### src/oms_pkg.sv
package oms_pkg;
    // fixed mapping of the three selection bits to modes
    typedef enum logic [2:0] {
        LOW_POWER_CRYSTAL_MODE    = 3'h0,
        CRYSTAL_RESONATOR_MODE    = 3'h1,
        HIGH_SPEED_CRYSTAL_MODE   = 3'h2,
        EXTERNAL_CLOCK_IO_MODE    = 3'h3,
        INTERNAL_OSC_IO_MODE      = 3'h4,
        INTERNAL_OSC_CLKOUT_MODE  = 3'h5,
        EXT_RC_IO_MODE            = 3'h6,
        EXT_RC_CLKOUT_MODE        = 3'h7
    } oms_mode_e;

    // clock source choices
    typedef enum logic [1:0] {
        SRC_RESONATOR = 2'h0,
        SRC_EXT_RC    = 2'h1,
        SRC_INTERNAL  = 2'h2,
        SRC_EXT_CLOCK = 2'h3
    } oms_src_e;

    // start-up, run and sleep states
    typedef enum logic [1:0] {
        ST_START = 2'h0,
        ST_RUN   = 2'h1,
        ST_SLEEP = 2'h2
    } oms_state_e;

    localparam int OMS_DIV = 4;              // clock-out is a quarter of the rate
    localparam int OMS_STARTUP_US = 1;       // start-up wait of oscillator modes
    localparam int OMS_CLK_MHZ = 25;
    localparam int OMS_STARTUP_CYC = OMS_STARTUP_US * OMS_CLK_MHZ;
    localparam int OMS_CNT_W = 16;
    localparam logic [1:0] OMS_DIV_LAST = 2'h3;
    localparam logic [1:0] OMS_DIV_HALF = 2'h1;

    // port bit bundle: bit 0 is port bit 6, bit 1 is port bit 7
    typedef struct packed {
        logic [1:0] out;
        logic [1:0] oe;
    } oms_pins_s;

    // whole module state
    typedef struct packed {
        oms_mode_e mode;
        oms_src_e src;
        oms_state_e state;
        logic [OMS_CNT_W-1:0] cnt;
        logic [1:0] div;
        logic clk_run;
        logic osc_drive;
        logic [1:0] gpio_en;
        logic [1:0] port_rd;
        oms_pins_s pins;
        logic [1:0] sync1;
        logic [1:0] sync2;
    } oms_state_s;
endpackage

### src/oms_select.sv
`timescale 1ns/1ps
`default_nettype none
// Overview of operation
// - three select bits choose one of eight modes
// - crystal modes run oscillator across both pins
// - ext rc clkout drives quarter rate out
// - ext rc io frees port bit six
// - internal clkout: quarter rate, bit seven io
// - internal io frees both port bits
// - external clock mode has no start-up wait
// - external clock mode: output pin is bit six
module oms_select
    import oms_pkg::*;
#(
    parameter int STARTUP_CYC = OMS_STARTUP_CYC
) (
    // clock and reset
    input wire logic mclk,
    input wire logic rst_n,
    // configuration and power control
    input wire logic [2:0] osc_select_bits,
    input wire logic sleep_req,
    input wire logic wake,
    // port write data and pin levels (bit 0 = port bit 6, bit 1 = port bit 7)
    input wire logic [1:0] port_wr_data,
    input wire logic [1:0] port_dir_out,
    input wire logic [1:0] pin_in,
    // status and clock source
    output logic [2:0] mode,
    output logic [1:0] clk_src,
    output logic osc_drive_en,
    output logic clk_run,
    output logic [1:0] gpio_en,
    output logic [1:0] port_rd,
    // pin drive
    output logic [1:0] pin_out,
    output logic [1:0] pin_oe
);
    // elaboration checks: the counter must hold the wait, the divider constants must agree
    if (STARTUP_CYC < 1 || STARTUP_CYC >= (1 << OMS_CNT_W)) begin : g_bad_startup
        $error("startup count out of range");
    end
    if (int'(OMS_DIV_LAST) + 1 != OMS_DIV) begin : g_bad_divider
        $error("divider constants disagree");
    end

    oms_state_s r;
    oms_state_s next_r;
    logic [OMS_CNT_W-1:0] start_last;

    assign start_last = OMS_CNT_W'(STARTUP_CYC - 1);

    // next state: mode decode, start-up, divider and pin mux
    always_comb begin
        next_r = r;
        next_r.mode = oms_mode_e'(osc_select_bits);
        next_r.sync1 = pin_in;
        next_r.sync2 = r.sync1;
        case (r.mode)
            LOW_POWER_CRYSTAL_MODE, CRYSTAL_RESONATOR_MODE, HIGH_SPEED_CRYSTAL_MODE: begin
                next_r.src = SRC_RESONATOR;
                next_r.gpio_en = 2'h0;
            end
            EXT_RC_CLKOUT_MODE: begin
                next_r.src = SRC_EXT_RC;
                next_r.gpio_en = 2'h0;
            end
            EXT_RC_IO_MODE: begin
                next_r.src = SRC_EXT_RC;
                next_r.gpio_en = 2'h1;
            end
            INTERNAL_OSC_CLKOUT_MODE: begin
                next_r.src = SRC_INTERNAL;
                next_r.gpio_en = 2'h2;
            end
            INTERNAL_OSC_IO_MODE: begin
                next_r.src = SRC_INTERNAL;
                next_r.gpio_en = 2'h3;
            end
            EXTERNAL_CLOCK_IO_MODE: begin
                next_r.src = SRC_EXT_CLOCK;
                next_r.gpio_en = 2'h1;
            end
            default: begin
                next_r.src = SRC_RESONATOR;
                next_r.gpio_en = 2'h0;
            end
        endcase
        // start-up wait after reset and after sleep exit; skipped for external clock
        case (r.state)
            ST_START: begin
                next_r.clk_run = 1'b0;
                if (r.src == SRC_EXT_CLOCK || r.cnt == start_last) begin
                    next_r.state = ST_RUN;
                    next_r.clk_run = 1'b1;
                    next_r.cnt = '0;
                end else begin
                    next_r.cnt = r.cnt + 1'b1;
                end
            end
            ST_RUN: begin
                if (sleep_req) begin
                    next_r.state = ST_SLEEP;
                    next_r.clk_run = 1'b0;
                end
            end
            ST_SLEEP: begin
                if (wake) begin
                    next_r.cnt = '0;
                    if (r.src == SRC_EXT_CLOCK) begin
                        next_r.state = ST_RUN;
                        next_r.clk_run = 1'b1;
                    end else begin
                        next_r.state = ST_START;
                    end
                end
            end
            default: begin
                next_r.state = ST_START;
                next_r.clk_run = 1'b0;
            end
        endcase
        // quarter-rate divider, running only while clocked
        next_r.div = r.clk_run ? r.div + 1'b1 : 2'h0;
        // pin drive: clock out on bit 6 where asked, else gpio
        next_r.pins.out = port_wr_data & r.gpio_en;
        next_r.pins.oe = port_dir_out & r.gpio_en;
        if (r.mode == EXT_RC_CLKOUT_MODE || r.mode == INTERNAL_OSC_CLKOUT_MODE) begin
            next_r.pins.out[0] = r.clk_run && (r.div > OMS_DIV_HALF);
            next_r.pins.oe[0] = 1'b1;
        end
        // port reads: dedicated oscillator pins read zero
        next_r.port_rd = r.sync2 & r.gpio_en;
        // amplifier enable is registered so the output never glitches on a state change
        next_r.osc_drive = (next_r.src == SRC_RESONATOR) && (next_r.state != ST_SLEEP);
    end

    // state register, clean reset values
    always_ff @(posedge mclk) begin
        if (!rst_n) begin
            r <= '0;
        end else begin
            r <= next_r;
        end
    end

    assign mode = r.mode;
    assign clk_src = r.src;
    assign osc_drive_en = r.osc_drive;
    assign clk_run = r.clk_run;
    assign gpio_en = r.gpio_en;
    assign port_rd = r.port_rd;
    assign pin_out = r.pins.out;
    assign pin_oe = r.pins.oe;

    // mode groups for the checks below
    logic xtal_sel;
    logic clkout_sel;
    assign xtal_sel = r.mode == LOW_POWER_CRYSTAL_MODE || r.mode == CRYSTAL_RESONATOR_MODE
        || r.mode == HIGH_SPEED_CRYSTAL_MODE;
    assign clkout_sel = r.mode == EXT_RC_CLKOUT_MODE || r.mode == INTERNAL_OSC_CLKOUT_MODE;
endmodule
`default_nettype wire

### config.mk
export PLATFORM = sky130hd
export DESIGN_NAME = oms_select
export DESIGN_NICKNAME = d
export VERILOG_FILES = /design/src/oms_pkg.sv /design/src/oms_select.sv
export SDC_FILE = /design/constraint.sdc
export NUM_CORES = 1
export LEC_CHECK = 0
export ABC_AREA = 1
export BUFFER_PORTS_ARGS = -buffer_cell sky130_fd_sc_hd__buf_2
export CAP_MARGIN = 30
export CORE_UTILIZATION = 44
export DETAILED_ROUTE_END_ITERATION = 10
export MAX_ROUTING_LAYER = met4
export PLACE_DENSITY = 0.7
export SKIP_CTS_REPAIR_TIMING = 1
export SLEW_MARGIN = 20
export SYNTH_ARGS = -nofsm -noshare
export SYNTH_HDL_FRONTEND = slang
export SYNTH_SLANG_ARGS = --single-unit
export TNS_END_PERCENT = 100
### constraint.sdc
create_clock -name mclk -period 1.8 [get_ports mclk]
set_input_delay 0.09 -clock mclk [delete_from_list [all_inputs] [get_ports mclk]]
set_output_delay 0.09 -clock mclk [all_outputs]
set_load 0.05 [all_outputs]
-- After elaboration in Yosys (flattened, before gate mapping)
Memory sizes are Yosys's and may differ from the RTL's. A register that Yosys moved wholly into a read port is not among the register bits.
Cells that the tools add are included.
- flip-flop bits (word level): 39
- bits in latches: 0
- RAM bits: 0
- memory bits (read-only): 32
- logic and storage cells: 55
- memories kept: 1
- memory list (name ; words ; bits a word ; read ports ; clocked after memory_dff ; wr ports ; RTL line ; text):
    (no name shown) ; 8 ; 4 ; 1 ; 1 ; 0 ; oms_select.sv:59 ; case (r.mode)
- $add $sub $neg: 2
- multiply operators: 0
- div/mod/pow operators: 0
- magnitude comparators: 1
- equal/unequal tests: 10
- shift operators: 0
- mux-type cells: 15
- bitwise operators: 3
- reduce and logical (&&, ||, !) cells: 10
- operators by type and width (kind ; number):
    $pmux 16 s2 ; 1
    $mux 18 ; 1
    $add 16x1->16 const B ; 1
    $eq 16x5->1 const B ; 1
    $mux 16 ; 1
    $ne 2x2->1 const B ; 4
    $mux 1 ; 7
    $and 2x2->2 ; 3
    $eq 3x3->1 const B ; 2
    $pmux 2 s3 ; 1
    $eq 2x2->1 const B ; 2
    $logic_not 2->1 ; 2
    $mux 2 ; 2
    $reduce_and 2->1 ; 2
    $mux 3 ; 1
    $pmux 1 s3 ; 1
    $reduce_and 3->1 ; 1
    $add 2x1->2 const B ; 1
    $eq 2x1->1 const B ; 1
    $gt 2x1->1 const B ; 1
    $logic_and 1x1->1 ; 2
    $logic_or 1x1->1 ; 2
    $reduce_bool 2->1 ; 1

-- Depth between registers and ports, before layout
Gate-level depths: netlist of run 1.
- word-level depth: 6
- mapped depth: 10

-- Worst setup path after synthesis of run 1
No wires, ideal clock.
- kind: register to register
- from: register r[16] (netlist name)
- to: register r[29] (netlist name)
- library setup time: 0.130 ns
- arrival: 1.172 ns
- slack: 0.498 ns
- stages on the path, launching flop included: 11
- buffers on the path: 1
- clock period less this slack: 1.302 ns
- path through: dfxtp_1 > inv_1 > ha_1 > nand3_1 > nor2_1 > nand2_2 > nand2_4 > nor2_4 > buf_6 > a21oi_2 > nor2_1
- word-level cells in the longest chain between the ends: 4
- ends and longest elaborated chain (item ; RTL line ; text):
    start: declaration ; oms_select.sv:47 ; oms_state_s r;
    start signal: assignment ; oms_select.sv:143 ; r <= next_r;
    parallel branches: the longest is 2 deep, another holds $add 16x1->16 ; n/a ;
    $mux 16 (*) ; oms_select.sv:93 ; if (r.src == SRC_EXT_CLOCK || r.cnt == start_last) begin
    $pmux 16 s2 (*) ; oms_select.sv:90 ; case (r.state)
Every way passes the cells marked *.
A chain may end at the register's enable or synchronous reset.

-- Worst setup path after layout of run 1
- from: register r[16] (netlist name)
- to: register r[28] (netlist name)
Same word-level chain as after synthesis.

==> results of run 1 <==
[cell type report]
type | count | share of cell area
flip-flops and latches | 43 | 0.396
clock buffers | 5 | 0.0317
clock inverters | 3 | 0.00921
inverters | 42 | 0.0725
well taps | 50 | 0.0288
repair buffers | 31 | 0.0794
multi-input cells | 163 | 0.382
[cell usage in the layout (no fill, tap or decap), drive strengths merged]
cell,count
o21ai,7
xor2,4
dfxtp,43
nand3b,1
buf,28
clkinv,1
nor3,3
inv,42
nor2,34
clkbuf,5
nand3,15
xnor2,2
a31oi,3
a21oi,18
clkinvlp,2
nand4,2
ha,3
nand2,68
o22ai,1
dlygate4sd3,3
nor4,2
[report_power, final]
| group | total, uW | switching (uW) | leakage [uW] | internal [uW] |
|---|---|---|---|---|
| clock network | 619 | 349 | 0.0000402 | 270 |
| registers | 988 | 12.8 | 0.000350 | 975 |
| logic | 116 | 80.2 | 0.000630 | 36.1 |
[final timing paths]
kind / end / slack (ns) / cells past startpoint / startpoint
worst min register to register: port_rd[1] / 0.41 / 2 / r[1]
worst min-delay path: pin_oe[1] / -0.004 / 3 / port_dir_out[1]
worst max-delay path: r[28] / 0.25 / 9 / r[16]
worst max register to register: r[28] / 0.25 / 9 / r[16]
[kinds of logic after synthesis]
| kind of cell | share of synthesized area |
|---|---|
| AO/OA/AOI/OAI | 0.0837 |
| adder cells (fa/ha/maj) | 0.0190 |
| flip-flops | 0.436 |
| buffers and inverters | 0.143 |
| AND/OR/NAND/NOR | 0.292 |
| XOR/XNOR | 0.0266 |
[worst register-to-register path, cell delays in order, from the launching register on]
cell and delay, ns:
dfxtp_1 0.38, inv_1 0.08, ha_1 0.19, nand3_1 0.07, nor2_1 0.05, nand2_2 0.10
nand2_4 0.07, nor2_4 0.28, nand3_1 0.12, a21oi_1 0.14
[registers in the layout, summed over array words and instances, names as in the netlist]
name and cells:
r 22, next_r 6, mode 3, clk_src 2
gpio_en 2, pin_oe 2, pin_out 2, port_rd 2
clk_run 1, osc_drive_en 1
[Yosys cell counts, types with 4 or more instances]
master and number:
a21oi_1 15, buf_4 13, dfxtp_1 43, inv_1 41
nand2_1 63, nand2_2 4, nand3_1 10, nand3_2 5
nor2_1 29, o21ai_0 6, xor2_1 4
[through the flow]
| step | hold slack (ns) | cells | cell area, sq um | util |
|---|---|---|---|---|
| 3_5_place_dp | 0.275 | 326 | 2050 | 0.496 |
| 3_3_place_gp | 0.271 | 326 | 2050 | 0.496 |
| 5_1_grt | 0.00245 | 337 | 2170 | 0.524 |
| 6_report | -0.00396 | 337 | 2170 | 0.524 |
| 2_1_floorplan | 0.162 | 266 | 1970 | - |
| 4_1_cts | -0.0411 | 334 | 2140 | 0.517 |
[layer usage]
| layer | routed length (um) | part of all wire | vias to the layer above | global-route usage |
|---|---|---|---|---|
| li1 | - | - | 848 | - |
| met1 | 1700 | 0.50 | 680 | 0.221 |
| met2 | 1560 | 0.46 | 22 | 0.249 |
| met3 | 118 | 0.035 | 4 | 0.0493 |
| met4 | 47 | 0.014 | 0 | 0.0689 |
| met5 | 0 | 0 | - | - |
==> metrics, run 1 <==
Post-synth EDFFs=0; critical path arrival=1.78 ns; crit-path cells=inv_1 > ha_1 > nand3_1 > nor2_1 > nand2_2 > nand2_4 > nor2_4 > nand3_1 > a21oi_1; CP max stage delay=0.38 ns; P_leak=0.00102 uW; outcome=finished, violations left; final WL=3.42 mm; fin. max-slew vios=0; worst vdd ir=612 uV; fmax=646 MHz; initial antenna violation count=0; CTS Buf Count=5; crit path time final=1.55 ns; Overall Global Routing Usage=0.171; Power Dens Cells=793 mW/mm^2; clock transition at the registers of the reported paths=0.09 ns; Syn Area/Cell=7.42 sq um; RD Place Congestion=0.888; Clock H-tree levels=2; Req. time, crit path=2.03 ns; vias in the first global route=1315; worst min path class=input pin to flop; WHS=-0.00396 ns; area occupied by multi-input gates=831 sq um; cell family with most CP delay=simple AND/OR/NAND/NOR gates; syn_nets=282; largest net degree at the start of global routing=24; ANT cells=0; maxcap violations=0; Hold Vio Cnt, Final=1; first-pass GRT wire length=5.73 mm; Avg WL per Cell=10.1 um; Sink Count=43; Worst Setup End Kind=flop; Die X=69.0 um; Post-synth ARST share=0; layout cell share with drive strength beyond 1=0.195; Storage cell area=861 sq um; Clock Tree Root=clkbuf_8; Ports=28; DRT Pass-1 Iters=4; Vias/cell=4.61; CP Max Fanout=12; CORE AREA=0.00414 sq mm; Crit Path Category=flop to flop; Layout Area Growth over Synthesis=10.1%; Synth Register Bits=43; Fillers=422; mapped cell area=0.00197 sq mm; Detail Placement HPWL=2.47 mm; row count=23; Synth top area share=0.436; Clock Skews=0.00654 ns; Crit path buffers/inverters=1; 1st-iter DRT viols=63; TritonCTS clock tree=done; die height=69.0 um; Power Total=1720 uW; post-route worst setup slack=0.251 ns; worst skew pair latency=0.30 ns; Vias=1554; ys flop type=dfxtp_1; TNS Setup=0 ns; endpoints failing setup=0; slowest library cell on the worst path=dfxtp_1; I/O Buffers=27; most used cell, CP=nand3_1; cell taking the most area after synthesis=dfxtp_1; Synth cell types=28; CTS max path bufs=2; synthesized netlist cell count=266; unrepaired setup endpoints after global routing=false; violated checks=negative hold slack; Initial Utilization=0.476; Final period util=0.861; remaining antenna violation count=0; register area share after synthesis=0.436; pre-CTS setup slack=0.271 ns; Slew HR=0.489; fin nets=302; slew at the pin closest to its max-slew limit=0.765 ns; Synthesis Warnings=0; ranking of synthesized cells by area=dfxtp_1 (44%), nand2_1 (12%), inv_1 (7.8%); Overflow after GRT=0; Critical Path Start Type=flop; drt drc=0; total die area=0.00476 sq mm
Note: power is estimated with default switching activity, not from simulation.
==> inputs of run 2 (changes only) <==
--- a/config.mk
+++ b/config.mk
@@ -8,10 +8,13 @@
 export ABC_AREA = 1
 export BUFFER_PORTS_ARGS = -buffer_cell sky130_fd_sc_hd__buf_2
 export CAP_MARGIN = 30
-export CORE_UTILIZATION = 44
+export CELL_PAD_IN_SITES_DETAIL_PLACEMENT = 0
+export CELL_PAD_IN_SITES_GLOBAL_PLACEMENT = 1
+export CORE_UTILIZATION = 41
 export DETAILED_ROUTE_END_ITERATION = 10
 export MAX_ROUTING_LAYER = met4
-export PLACE_DENSITY = 0.7
+export PLACE_DENSITY = 0.85
+export RECOVER_POWER = 50
 export SKIP_CTS_REPAIR_TIMING = 1
 export SLEW_MARGIN = 20
 export SYNTH_ARGS = -nofsm -noshare
==> run 2 against run 1 <==
Against the previous run: the run now ends clean; largest power group unchanged; fmax increased by 2.2%; highest routed layer unchanged; critical path depth unchanged; sequential power about the same.
==> metrics, run 2 (synthesis results as in run 1) <==
outcome=complete, no violations (was finished, violations left); vias in the first global route=1433 (was 1315); total die area=0.00510 sq mm (was 0.00476 sq mm); unrepaired setup endpoints after global routing=false (unchanged); RD Place Congestion=0.815 (was 0.888); Crit Path Category=flop to flop (unchanged); worst min path class=input pin to flop (unchanged); WHS=0.00188 ns (was -0.00396 ns); first-pass GRT wire length=6.21 mm (was 5.73 mm); Vias/cell=4.59 (was 4.61); CORE AREA=0.00450 sq mm (was 0.00414 sq mm); fin nets=306 (was 302); CP Max Fanout=12 (unchanged); worst skew pair latency=0.30 ns (about the same); area occupied by multi-input gates=831 sq um (unchanged); Top reg by flops=r (unchanged); Ports=28 (unchanged); drt drc=0 (unchanged); DRT Pass-1 Iters=4 (unchanged); fmax=660 MHz (was 646 MHz); die height=71.4 um (was 69.0 um); Clock Skews=0.00916 ns (was 0.00654 ns); initial antenna violation count=0 (unchanged); Critical Path Start Type=flop (unchanged); worst vdd ir=610 uV (was 612 uV); Logic pwr share=0.069 (was 0.067); Seq pwr share=0.559 (was 0.573); Vias=1573 (was 1554); Clock power frac=0.372 (was 0.359); Worst Setup SP=r[16] (unchanged); reg2reg path depth=9 (unchanged); row count=24 (was 23); switching power=463 uW (was 442 uW); largest net degree at the start of global routing=17 (was 24); Detail Placement HPWL=2.67 mm (was 2.47 mm); Cell Int Power=1300 uW (was 1280 uW); slew at the pin closest to its max-slew limit=0.635 ns (was 0.765 ns); max FFs per register=22 (unchanged); layout cell share with drive strength beyond 1=0.168 (was 0.195); P_leak=0.00101 uW (was 0.00102 uW); CTS Buf Count=5 (unchanged); I/O Buffers=27 (unchanged); Overall Global Routing Usage=0.162 (was 0.171); Hold Vio Cnt, Final=0 (was 1); Req. time, crit path=2.04 ns (was 2.03 ns); Die X=71.4 um (was 69.0 um); critical path arrival=1.75 ns (was 1.78 ns); Fillers=457 (was 422); Worst Setup End Kind=flop (unchanged); Clock Tree Root=clkbuf_8 (unchanged); Avg WL per Cell=10.7 um (was 10.1 um); CTS max path bufs=2 (unchanged); 1st-iter DRT viols=73 (was 63); remaining antenna violation count=0 (unchanged); most frequent cells in the layout=nand2_1 (63), dfxtp_1 (43), inv_1 (41) (unchanged); Initial Utilization=0.438 (was 0.476); clock transition at the registers of the reported paths=0.09 ns (about the same); CP endpoint=r[30] (was r[28]); Overflow after GRT=0 (unchanged); Layout Area Growth over Synthesis=11.7% (was 10.1%); R2R setup slack=0.28 ns (was 0.25 ns); Slew HR=0.577 (was 0.489); ANT cells=0 (unchanged); Sink Count=43 (unchanged); final WL=3.66 mm (was 3.42 mm); switch share=0.262 (was 0.257); maxcap violations=0 (unchanged); R2R Path End=r[30] (was r[28]); r2r startpoint=r[16] (unchanged); TNS Setup=0 ns (unchanged); Clock H-tree levels=2 (unchanged); Power Dens Cells=801 mW/mm^2 (was 793 mW/mm^2); endpoints failing setup=0 (unchanged); crit path time final=1.52 ns (was 1.55 ns); Storage cell area=861 sq um (unchanged); leading cell type in the layout, fill and taps excluded=nand2_1 (unchanged); fin. max-slew vios=0 (unchanged); TritonCTS clock tree=done (unchanged); Final period util=0.842 (was 0.861)
-- run 2: cell types whose count changed in the layout (fill, tap and decap cells not counted), moves of 2 or more --
cell           before  now
inv_6               0    3
dlygate4sd3_1       3    5
clkinvlp_4          2    0
buf_2              27   18
clkbuf_1            0    9
buf_4               1    3
-- run 2: how the worst min path moves through the flow --
stage / startpoint / endpoint / cells after the start
floorplan: osc_select_bits[1] / next_r[11] / 1
global placement: pin_in[1] / next_r[1] / 3
detailed placement: pin_in[1] / next_r[1] / 3
CTS: osc_select_bits[1] / next_r[11] / 2
global route: port_dir_out[1] / pin_oe[1] / 3
finish: port_dir_out[1] / pin_oe[1] / 3
-- run 2: cell type report --
type | count | area share
sequential | 43 | 0.390
multi-input combinational | 163 | 0.377
timing repair buffer | 35 | 0.0891
inverter | 42 | 0.0715
clock buffer | 5 | 0.0312
tap | 52 | 0.0295
clock inverter | 3 | 0.0119
-- run 2: critical path: stages, from the launching register on --
cell and delay [ns]:
dfxtp_1 0.36, inv_1 0.08, ha_1 0.19, nand3_1 0.08
nor2_1 0.05, nand2_2 0.09, nand2_4 0.07, nor2_4 0.29
nand3_2 0.11, a21oi_2 0.13
-- run 2: metrics by stage --
| step | total power (uW) | area [sq um] | util | cells | setup WS [ns] |
|---|---|---|---|---|---|
| floorplan | 1100 | 1970 | - | 266 | 0.498 |
| global placement | 1120 | 2070 | 0.460 | 330 | 0.314 |
| detailed placement | 1130 | 2070 | 0.460 | 330 | 0.269 |
| CTS | 1780 | 2170 | 0.481 | 338 | 0.252 |
| global route | 1850 | 2210 | 0.490 | 343 | 0.106 |
| finish | 1770 | 2210 | 0.490 | 343 | 0.284 |
-- run 2: power groups by stage --
stage | Clock [uW] | Sequential [uW] | Combinational, uW
2_1_floorplan | 0 | 1010 | 83.7
3_3_place_gp | 0 | 1010 | 115
3_5_place_dp | 0 | 1010 | 116
4_1_cts | 680 | 988 | 117
5_1_grt | 721 | 991 | 135
6_report | 657 | 988 | 122
-- run 2: metal layers --
| metal | track usage | vias to the layer above | wire [um] |
|---|---|---|---|
| met1 | 0.201 | 694 | 1860 |
| met3 | 0.0422 | 6 | 102 |
| li1 | - | 854 | - |
| met5 | - | - | 0 |
| met4 | 0.0667 | 0 | 60 |
| met2 | 0.250 | 19 | 1650 |
==> inputs of run 3 (changes only) <==
==> constraint.sdc (replaced) <==
create_clock -name mclk -period 1.5 [get_ports mclk]
set_input_delay 0.075 -clock mclk [delete_from_list [all_inputs] [get_ports mclk]]
set_output_delay 0.075 -clock mclk [all_outputs]
set_load 0.05 [all_outputs]
==> run 3 against run 2 <==
Against the previous run: via count up 2.7%; die area did not move; combinational power rose by 24%; clock-buffer cell count unchanged; fmax increased by 7.6%; largest cell class unchanged.
==> metrics, run 3 (synthesis results as in run 1) <==
outcome=complete, no violations (unchanged); die height=71.4 um (unchanged); Power Dens Cells=945 mW/mm^2 (was 801 mW/mm^2); maxcap violations=0 (unchanged); Clock Skews=0.00729 ns (was 0.00916 ns); CTS max path bufs=2 (unchanged); CORE AREA=0.00450 sq mm (unchanged); Initial Utilization=0.438 (unchanged); worst vdd ir=634 uV (was 610 uV); first-pass GRT wire length=6.24 mm (was 6.21 mm); CP max stage delay=0.34 ns (was 0.36 ns); fmax=710 MHz (was 660 MHz); worst skew pair latency=0.30 ns (about the same); row count=24 (unchanged); pre-CTS setup slack=0.0865 ns (was 0.269 ns); Top reg by flops=r (unchanged); total die area=0.00510 sq mm (unchanged); Worst Setup End Kind=flop (unchanged); Power Total=2130 uW (was 1770 uW); Crit Path Category=flop to flop (unchanged); Placed Area=0.00209 sq mm (was 0.00207 sq mm); Detail Placement HPWL=2.78 mm (was 2.67 mm); largest net degree at the start of global routing=24 (was 17); final WL=3.72 mm (was 3.66 mm); reg2reg path depth=10 (was 9); Final period util=0.939 (was 0.842); Vias/cell=4.66 (was 4.59); WHS=0.0238 ns (was 0.00188 ns); TNS Setup=0 ns (unchanged); Vias=1616 (was 1573); layout cell share with drive strength beyond 1=0.203 (was 0.168); R2R setup slack=0.09 ns (was 0.28 ns); Worst Hold Depth=3 (unchanged); Critical Path Start Type=flop (unchanged); Die X=71.4 um (unchanged); Avg WL per Cell=10.7 um (about the same); RD Place Congestion=0.827 (was 0.815); critical path arrival=1.60 ns (was 1.75 ns); Slew HR=0.604 (was 0.577); initial antenna violation count=0 (unchanged); Fillers=473 (was 457); 1st-iter DRT viols=66 (was 73); Hold Vio Cnt, Final=0 (unchanged); fin. max-slew vios=0 (unchanged); endpoints failing setup=0 (unchanged); I/O Buffers=27 (unchanged); unrepaired setup endpoints after global routing=false (unchanged); leading cell type in the layout, fill and taps excluded=nand2_1 (unchanged); slew at the pin closest to its max-slew limit=0.597 ns (was 0.635 ns); CTS Buf Count=5 (unchanged); crit path time final=1.41 ns (was 1.52 ns); Ports=28 (unchanged); fin nets=310 (was 306); Req. time, crit path=1.70 ns (was 2.04 ns); Clock H-tree levels=2 (unchanged); vias in the first global route=1424 (was 1433); most frequent cells in the layout=nand2_1 (62), dfxtp_1 (41), inv_1 (40) (was nand2_1 (63), dfxtp_1 (43), inv_1 (41)); DRT Pass-1 Iters=5 (was 4); remaining antenna violation count=0 (unchanged); stages on the worst setup path=10 (was 9); Crit path buffers/inverters=2 (was 1); max FFs per register=22 (unchanged); Overflow after GRT=0 (unchanged); design area=0.00225 sq mm (was 0.00221 sq mm); ANT cells=0 (unchanged); clock transition at the registers of the reported paths=0.09 ns (about the same); P_leak=0.00104 uW (was 0.00101 uW); Sink Count=43 (unchanged); Overall Global Routing Usage=0.163 (was 0.162); Layout Area Growth over Synthesis=14.0% (was 11.7%); post-route worst setup slack=0.0913 ns (was 0.284 ns); Clock Tree Root=clkbuf_8 (unchanged); drt drc=0 (unchanged); crit-path cells=inv_1 > ha_1 > nand3_1 > nor2_2 > nand2_2 > nand2_4 > nor2_4 > buf_4 > a21oi_2 > nor2_1 (was inv_1 > ha_1 > nand3_1 > nor2_1 > nand2_2 > nand2_4 > nor2_4 > nand3_2 > a21oi_2); worst min path class=input pin to flop (unchanged); CP Max Fanout=5 (was 12); slowest library cell on the worst path=dfxtp_2 (was dfxtp_1); cell family with most CP delay=simple AND/OR/NAND/NOR gates (unchanged); TritonCTS clock tree=done (unchanged)
run 3: cell count changes in the layout (fill, tap and decap cells not counted), moves of 2 or more:
cell      previous run  this run
buf_2               18        22
clkbuf_1             9         6
dfxtp_1             43        41
dfxtp_2              0         2
run 3: worst reg2reg max path, delay by kind of cell, from the launching register on:
family	cells	cell delay (ns)
AO/OA/AOI/OAI	1	0.11
adder cells (fa/ha/maj)	1	0.15
buffers and inverters	2	0.25
flip-flops	1	0.34
AND/OR/NAND/NOR	6	0.48
run 3: per-stage QoR:
step           cells   util
3_5_place_dp     333  0.465
6_report         347  0.500
3_3_place_gp     333  0.465
2_1_floorplan    266      -
5_1_grt          347  0.500
4_1_cts          341  0.486
run 3: worst paths after layout:
| kind | end | from |
|---|---|---|
| hold / removal | pin_out[0] | port_wr_data[0] |
| setup / recovery | r[29] | r[16] |
| setup reg to reg | r[29] | r[16] |
| hold reg to reg | gpio_en[0] | next_r[10] |
run 3: cell type report:
class / count / area [sq um] / share of cell area
inverters: 42 / 158 / 0.0700
repair buffers: 39 / 234 / 0.104
well taps: 52 / 65.1 / 0.0289
multi-input cells: 163 / 836 / 0.371
flip-flops and latches: 43 / 863 / 0.384
clock buffers: 5 / 68.8 / 0.0306
clock inverters: 3 / 26.3 / 0.0117
run 3: layer usage:
metal | wire length, um | part of all wire | GRT usage | up-vias
li1 | - | - | - | 867
met1 | 1790 | 0.48 | 0.196 | 722
met2 | 1760 | 0.47 | 0.263 | 22
met3 | 122 | 0.033 | 0.0422 | 5
met4 | 50 | 0.013 | 0.0600 | 0
met5 | 0 | 0 | - | -
run 3: report_power, final:
part / leakage, uW / total (uW) / switching (uW) / internal (uW)
Combinational: 0.000642 / 151 / 100 / 50.6
Sequential: 0.000351 / 1190 / 14.6 / 1170
Clock: 0.0000491 / 790 / 448 / 343
Total: 0.00104 / 2130 / 562 / 1570
